==> config.mk <==
export PLATFORM = sky130hd
export DESIGN_NAME = lsst_controller_flat
export DESIGN_NICKNAME = d
export VERILOG_FILES = /design/src/lsst_pkg.sv /design/src/lsst_link_if.sv /design/src/lsst_controller.sv /design/src/flat_wrapper.sv
export VERILOG_INCLUDE_DIRS = /design/src
export SDC_FILE = /design/constraint.sdc
export NUM_CORES = 1
export LEC_CHECK = 0
export BUFFER_PORTS_ARGS = -buffer_cell sky130_fd_sc_hd__buf_2
export CORE_ASPECT_RATIO = 0.7
export CORE_MARGIN = 2
export CORE_UTILIZATION = 41
export CTS_BUF_LIST = sky130_fd_sc_hd__clkbuf_4
export DETAILED_ROUTE_END_ITERATION = 6
export PLACE_DENSITY = 0.64
export SLEW_MARGIN = 15
export SYNTH_ARGS = -nofsm -noshare
export SYNTH_HDL_FRONTEND = slang
export SYNTH_SLANG_ARGS = --single-unit
==> constraint.sdc <==
create_clock -name I_CLK -period 6.1 [get_ports I_CLK]
set_input_delay 0.61 -clock I_CLK [delete_from_list [all_inputs] [get_ports I_CLK]]
set_output_delay 0.61 -clock I_CLK [all_outputs]
set_load 0.05 [all_outputs]
==> src/lsst_params.svh <==
// Summary of operation
// [RULE_01] Only start pulse and clock drive sensor
// [RULE_02] One pixel per clock, 10 MHz max
// [RULE_03] Start high >=6, low >=64, period >=70
// [RULE_04] Shift begins first edge after start falls
// [RULE_05] Integration equals high time plus 34
// [RULE_06] Controller splits period to set integration
// [RULE_07] Controller samples video on strobe rising edge
// [RULE_08] First valid pixel at 50th strobe
// [RULE_09] Clock duty between 45 and 55 percent
// [RULE_10] Each scan reads 2496 pixels
// [RULE_11] Fastest scan uses 2548-clock period, 64 low; code resets capture when start rises, so low must outlast the shift
// [RULE_12] Avoid overlong period or high time
// [RULE_13] Capture one sample per strobe, full line
// [RULE_14] End flag pulses after last pixel
`ifndef LSST_PARAMS_SVH
`define LSST_PARAMS_SVH
`define LSST_PIXELS        2496
`define LSST_FIRST_STROBE  50
`define LSST_INTEG_EXTRA   34
`define LSST_START_HIGH_MIN 6
`define LSST_START_LOW_MIN 64
`define LSST_PERIOD_MIN    70
`define LSST_PERIOD_FAST   2548
`define LSST_CLK_DIV       10
`define LSST_CNT_W         16
`endif

==> src/lsst_pkg.sv <==
package lsst_pkg;
    typedef enum logic [1:0] {
        LSST_IDLE  = 2'b00,
        LSST_HIGH  = 2'b01,
        LSST_LOW   = 2'b10
    } lsst_ctl_state_t;
    typedef enum logic [0:0] {
        LSST_DEV_WAIT  = 1'b0,
        LSST_DEV_SHIFT = 1'b1
    } lsst_dev_state_t;
endpackage : lsst_pkg

==> src/lsst_link_if.sv <==
`timescale 1ns/100ps
`default_nettype none
interface lsst_link_if;
    logic       scan_start_pulse;
    logic       sensor_clk;
    logic       pixel_strobe;
    logic [11:0] video;
    logic       scan_end_flag;
    modport sensor     (input scan_start_pulse, input sensor_clk,
                        output pixel_strobe, output video, output scan_end_flag);
    modport controller (output scan_start_pulse, output sensor_clk,
                        input pixel_strobe, input video, input scan_end_flag);
endinterface : lsst_link_if
`default_nettype wire

==> src/lsst_controller.sv <==
`timescale 1ns/100ps
`default_nettype none
`include "lsst_params.svh"
module lsst_controller
    import lsst_pkg::*;
#(
    parameter int PIXELS = `LSST_PIXELS,
    parameter int CNT_W  = `LSST_CNT_W,
    parameter int DIV    = `LSST_CLK_DIV
) (
    input  wire logic              I_CLK,
    input  wire logic              I_RESET,
    lsst_link_if.controller        LINK,
    input  wire logic              I_ENABLE,
    input  wire logic [CNT_W-1:0]  I_HIGH_CLKS,
    input  wire logic [CNT_W-1:0]  I_PERIOD_CLKS,
    output logic [11:0]            O_PIXEL,
    output logic                   O_PIXEL_VALID,
    output logic                   O_LINE_DONE
);
    ////////////////////////////////////////////////////////////////
    lsst_ctl_state_t  state_q;
    logic [7:0]       div_q;
    logic             sclk_q;
    logic             start_q;
    logic [CNT_W-1:0] cnt_q;
    logic [CNT_W-1:0] high_lim;
    logic [CNT_W-1:0] low_lim;
    logic [CNT_W-1:0] strobe_cnt_q;
    logic [CNT_W-1:0] taken_q;
    logic             strobe_d1_q;
    wire  logic       sclk_rise = (div_q == 8'(DIV - 1));
    // [RULE_03] Clamp pulse widths
    always_comb begin
        high_lim = (I_HIGH_CLKS < CNT_W'(`LSST_START_HIGH_MIN)) ? CNT_W'(`LSST_START_HIGH_MIN) : I_HIGH_CLKS;
        // [RULE_06] Split sets integration
        low_lim  = (I_PERIOD_CLKS > high_lim + CNT_W'(`LSST_START_LOW_MIN)) ?
                   I_PERIOD_CLKS - high_lim : CNT_W'(`LSST_START_LOW_MIN);
    end
    ////////////////////////////////////////////////////////////////
    // [RULE_09] Even duty divider
    always_ff @(posedge I_CLK or posedge I_RESET) begin
        if (I_RESET) begin
            div_q  <= '0;
            sclk_q <= 1'b0;
        end else begin
            div_q <= sclk_rise ? 8'h00 : div_q + 8'h01;
            if (sclk_rise) begin
                sclk_q <= 1'b1;
            end else if (div_q == 8'(DIV / 2 - 1)) begin
                sclk_q <= 1'b0;
            end
        end
    end
    ////////////////////////////////////////////////////////////////
    // [RULE_11] Period counting
    always_ff @(posedge I_CLK or posedge I_RESET) begin
        if (I_RESET) begin
            state_q <= LSST_IDLE;
            cnt_q   <= '0;
            start_q <= 1'b0;
        end else if (sclk_rise) begin
            case (state_q)
                LSST_IDLE: begin
                    if (I_ENABLE) begin
                        state_q <= LSST_HIGH;
                        start_q <= 1'b1;
                        cnt_q   <= CNT_W'(1);
                    end
                end
                LSST_HIGH: begin
                    cnt_q <= cnt_q + CNT_W'(1);
                    if (cnt_q >= high_lim) begin
                        state_q <= LSST_LOW;
                        start_q <= 1'b0;
                        cnt_q   <= CNT_W'(1);
                    end
                end
                LSST_LOW: begin
                    cnt_q <= cnt_q + CNT_W'(1);
                    // [RULE_12] No extra period
                    if (cnt_q >= low_lim) begin
                        state_q <= I_ENABLE ? LSST_HIGH : LSST_IDLE;
                        start_q <= I_ENABLE;
                        cnt_q   <= CNT_W'(1);
                    end
                end
                default: state_q <= LSST_IDLE;
            endcase
        end
    end
    assign LINK.sensor_clk       = sclk_q;
    assign LINK.scan_start_pulse = start_q;
    ////////////////////////////////////////////////////////////////
    // [RULE_07] Sample on strobe
    always_ff @(posedge I_CLK or posedge I_RESET) begin
        if (I_RESET) begin
            strobe_d1_q   <= 1'b0;
            strobe_cnt_q  <= '0;
            taken_q       <= '0;
            O_PIXEL       <= '0;
            O_PIXEL_VALID <= 1'b0;
            O_LINE_DONE   <= 1'b0;
        end else begin
            strobe_d1_q   <= LINK.pixel_strobe;
            O_PIXEL_VALID <= 1'b0;
            O_LINE_DONE   <= 1'b0;
            if (start_q) begin
                strobe_cnt_q <= '0;
                taken_q      <= '0;
            end else if (LINK.pixel_strobe && !strobe_d1_q) begin
                strobe_cnt_q <= strobe_cnt_q + CNT_W'(1);
                // [RULE_08] From 50th strobe
                if (strobe_cnt_q >= CNT_W'(`LSST_FIRST_STROBE - 1) && taken_q < CNT_W'(PIXELS)) begin
                    // [RULE_13] One per strobe
                    O_PIXEL       <= LINK.video;
                    O_PIXEL_VALID <= 1'b1;
                    taken_q       <= taken_q + CNT_W'(1);
                    O_LINE_DONE   <= (taken_q == CNT_W'(PIXELS - 1));
                end
            end
        end
    end
endmodule : lsst_controller
`default_nettype wire

==> src/flat_wrapper.sv <==
// flat-port wrapper written by rule: the top's interface ports become plain ports
module lsst_controller_flat import lsst_pkg::*;
#(
    parameter int PIXELS = `LSST_PIXELS,
    parameter int CNT_W  = `LSST_CNT_W,
    parameter int DIV    = `LSST_CLK_DIV
)
  (I_CLK, I_RESET, I_ENABLE, I_HIGH_CLKS, I_PERIOD_CLKS, O_PIXEL, O_PIXEL_VALID, O_LINE_DONE, LINK_scan_start_pulse, LINK_sensor_clk, LINK_pixel_strobe, LINK_video, LINK_scan_end_flag);
  lsst_link_if LINK_i ();
  input  wire logic I_CLK;
  input  wire logic I_RESET;
  input  wire logic I_ENABLE;
  input  wire logic [CNT_W-1:0] I_HIGH_CLKS;
  input  wire logic [CNT_W-1:0] I_PERIOD_CLKS;
  output logic [11:0] O_PIXEL;
  output logic O_PIXEL_VALID;
  output logic O_LINE_DONE;
  output wire logic [$bits(LINK_i.scan_start_pulse)-1:0] LINK_scan_start_pulse;
  output wire logic [$bits(LINK_i.sensor_clk)-1:0] LINK_sensor_clk;
  input wire logic [$bits(LINK_i.pixel_strobe)-1:0] LINK_pixel_strobe;
  input wire logic [$bits(LINK_i.video)-1:0] LINK_video;
  input wire logic [$bits(LINK_i.scan_end_flag)-1:0] LINK_scan_end_flag;
  assign LINK_scan_start_pulse = LINK_i.scan_start_pulse;
  assign LINK_sensor_clk = LINK_i.sensor_clk;
  assign LINK_i.pixel_strobe = LINK_pixel_strobe;
  assign LINK_i.video = LINK_video;
  assign LINK_i.scan_end_flag = LINK_scan_end_flag;
  lsst_controller #(.PIXELS(PIXELS), .CNT_W(CNT_W), .DIV(DIV)) u_core (.I_CLK(I_CLK), .I_RESET(I_RESET), .LINK(LINK_i), .I_ENABLE(I_ENABLE), .I_HIGH_CLKS(I_HIGH_CLKS), .I_PERIOD_CLKS(I_PERIOD_CLKS), .O_PIXEL(O_PIXEL), .O_PIXEL_VALID(O_PIXEL_VALID), .O_LINE_DONE(O_LINE_DONE));
endmodule
==> results by group <==
STA
  – Unrepaired setup endpoints after global routing: false
  – Fin crit period: between 5000 and 6000 ps
  – Fmax: between 0.15 and 0.2 GHz
  – Clock Skews: between 10 and 15 ps
  – Setup violations, final: 0
  – Fin Hold WS: a little over 300 ps
  – Slew Limit Headroom: 0.292
  – Min setup slack post-route: slightly above 700 ps
  – Max-slew violation count: 0
  – Worst slew pin tran: 1060 ps
  – Setup tns final: 0 ps
  – Final Cycle Share: 0.883
  – Final hold viol count: 0

Global route
  – Largest net degree at the start of global routing: 76
  – Global route overflow: 0
  – All-Layer GR Usage: 0.177
  – Initial antenna violation count: 0
  – First-pass GRT wire length: 20600 microns
  – Vias in the first global route: 4283

Min path
  – HP Start: LINK_pixel_strobe
  – Hold Path Class: in -> reg
  – Hold Path Cell Cnt: 1
  – Hold EP: u_core.strobe_d1_q

Routing
  – Remaining antenna violation count after routing: 0
  – DRT iter0 DRCs: 320
  – DR vias: 4743
  – # DRC: 0
  – Detailed-route wire length per cell: 14.2 microns
  – Drt first pass iters: 5
  – Drt total wl: between 10000 and 15000 microns
  – Via density: 5.34

Synth
  – Most common library cells after synthesis: 75 x dfrtp_1, 70 x ha_1, 65 x nand2_1, 45 x nor2_1, 38 x inv_1
  – Sequential-to-total area share from yosys stat: 0.332
  – Warnings from Yosys: 0
  – Cell variety after synth: 57
  – Synth async-reset ratio: 1.00
  – Most used DFF post-synth: dfrtp_1
  – Synth area leader: dfrtp_1
  – Syn Nets: ~760
  – Area contributors post-synth: dfrtp_1 33%, ha_1 16%, xnor2_1 4.3%
  – Post-Synthesis Cell Area: 0.00565 sq mm
  – Post-synth EDFFs: 0
  – Synth top area share: 0.332
  – #FFs+latches synth: 75
  – Syn Inst Count: roughly 640
  – Avg Cell Area, Syn: 8.88 sq um
  – Most numerous cell in the Yosys netlist: dfrtp_1

Die
  – DIE WIDTH: around 140 microns
  – IO Pins: 65
  – Die ar.: 0.0147 sq mm
  – Rows: 35
  – Core area: ~0.013 sq mm
  – DIE HEIGHT: roughly 100 microns
  – Initial Utilization: 0.424

Setup path
  – Max incr delay on CP: between 400 and 500 ps
  – Crit start category: input port
  – RR Startpoint: u_core.cnt_q[9]
  – Worst-case reg-to-reg path depth: 8
  – Critical Path RT: approximately 6400 ps
  – Worst setup EP type: flop
  – Reg-to-reg slack, setup: approximately 3000 ps
  – Crit path max-delay cell type: or3_1
  – R2R Path End: u_core.cnt_q[2]
  – Worst-path fanout max: 15
  – CP Cell Sequence: buf_2 -> nor4_1 -> nand4_1 -> and2_1 -> ha_1 -> fa_1 -> nor2b_1 -> o21ai_0 -> a21o_1 -> a21oi_1 -> o31a_1 -> buf_4 -> nand3_1 -> ha_1 -> nand4_1 -> or3_1 -> o2111ai_1 -> a21oi_1 -> a221oi_2 -> mux2_2
  – Worst Path Buf+Inv: 2
  – CP Data Arrival Time: 5700 ps
  – CP top delay family: simple AND/OR/NAND/NOR gates
  – Kind of critical path: in -> reg

Power and ir drop
  – Leak pwr: between 0.003 and 0.004 uW
  – Pwr dens: between 150 and 200 mW/mm^2
  – Peak supply drop: a little over 90 uV

Finish
  – Layout Utilization: 0.473
  – P&R area growth vs syn: 11.4%
  – Share of cells above drive strength 1: 0.158
  – Final nets: between 800 and 900
  – Multi-input gate area: around 0.0036 sq mm
  – Fillcell total: ~1300
  – Design area: roughly 0.0063 sq mm
  – Ant. Diodes: 0
  – Reg area: approximately 0.0019 sq mm

Clock network
  – CTS root buf: clkbuf_4
  – Clock Pin Slew Worst Setup and Hold Paths: around 120 ps
  – Max clock buf depth: 2
  – CTS Hold Bufs: 0
  – CTS tree: done
  – Clock sinks: between 70 and 80
  – Post-cts repair resize count: 0
  – TritonCTS Buffers: 9
  – Post-CTS Setup Bufs: 0
  – Clock Latency Late Sink: around 420 ps
  – CTS H-tree lvls: 3

Job
  – Max Cap Violations: 0

Placement
  – Placed Area: ~0.0062 sq mm
  – HPWL Detailed: between 9000 and 10000 microns
  – RD Place Congestion: about 0.84
  – Port Buffers: 63
  – Worst slack, placed: between 300 and 400 ps

Status
  – Run status: finished, final reports clean
## layout by cell type (no fill, tap or decap), types with 3 or more instances in the layout
master	n
mux2i_1	3
and4_1	4
nand3b_1	5
nor2b_1	13
mux2_2	14
xnor2_1	28
o21a_1	6
a21o_1	13
nand4_1	11
and2_1	13
nand2_1	65
o2111ai_1	5
nand2b_1	6
o22ai_1	10
nor4_1	13
xor2_1	15
inv_1	37
o211ai_1	4
ha_1	70
a31oi_1	7
nor3_1	26
clkbuf_4	11
or3_1	7
buf_4	5
nand3_1	36
o21ai_0	21
nor2_1	45
a21oi_1	23
or2_2	5
dfrtp_1	75
and3_1	7
buf_2	63
## sequential cells by signal, indices dropped and copies added (netlist names)
register and cells:
u_core.div_q 8, u_core.O_LINE_DONE 1, u_core.LINK.scan_start_pulse 1, u_core.strobe_cnt_q 16, u_core.LINK.sensor_clk 1, u_core.state_q 2, u_core.strobe_d1_q 1, u_core.O_PIXEL_VALID 1
u_core.cnt_q 16, u_core.taken_q 16, u_core.O_PIXEL 12
## power by group
group	total (uW)	internal (uW)	switching [uW]
Sequential	542	517	25.4
Clock	302	132	169
Combinational	398	156	242
## cell type report
class	count	area share
clock inverter	5	0.00855
multi-input combinational	506	0.564
inverter	38	0.0227
sequential	75	0.298
clock buffer	11	0.0131
timing repair buffer	68	0.0561
tap	185	0.0368
## worst reg2reg max path, cell delays in order, from the launching register on
cell and delay [ps]:
dfrtp_1 490, ha_1 350, a21o_1 160, a21o_1 170
a221o_1 360, a221oi_2 410, o2111a_1 530, nor2_1 230
o311ai_2 250
## through the flow
step	power [uW]	cells
2_1_floorplan	846	636
5_1_grt	1330	888
3_3_place_gp	936	872
3_5_place_dp	948	872
4_1_cts	1260	888
6_report	1240	888
## metal layers
layer | up-vias | part of all wire | track usage
met5 | - | 0 | 0
met4 | 0 | 0.0058 | 0.0396
met3 | 6 | 0.046 | 0.0389
met2 | 80 | 0.41 | 0.242
met1 | 2262 | 0.54 | 0.281
li1 | 2395 | - | -
## logic make-up (layout without fill, tap and decap cells)
family / count (synthesis) / in the layout / synth area share
adder cells (fa/ha/maj): 71 / 71 / 0.159
AO/OA/AOI/OAI: 112 / 112 / 0.135
buffers and inverters: 55 / 122 / 0.0390
flip-flops: 75 / 75 / 0.332
XOR/XNOR: 43 / 43 / 0.0667
AND/OR/NAND/NOR: 262 / 262 / 0.233
multiplexers: 18 / 18 / 0.0352
## worst max path at each step
stage                    startpoint                            to  slack, ps  cells after the start
floorplan           I_HIGH_CLKS[11]             u_core.state_q[0]       1300                     20
global placement    I_HIGH_CLKS[11]  u_core.LINK.scan_start_pulse        490                     20
detailed placement  I_HIGH_CLKS[11]             u_core.state_q[1]        390                     20
CTS                 I_HIGH_CLKS[11]             u_core.state_q[1]        840                     20
global route        I_HIGH_CLKS[11]  u_core.LINK.scan_start_pulse        540                     20
finish              I_HIGH_CLKS[11]             u_core.state_q[1]        710                     20
(Power assumes the default switching activity.)
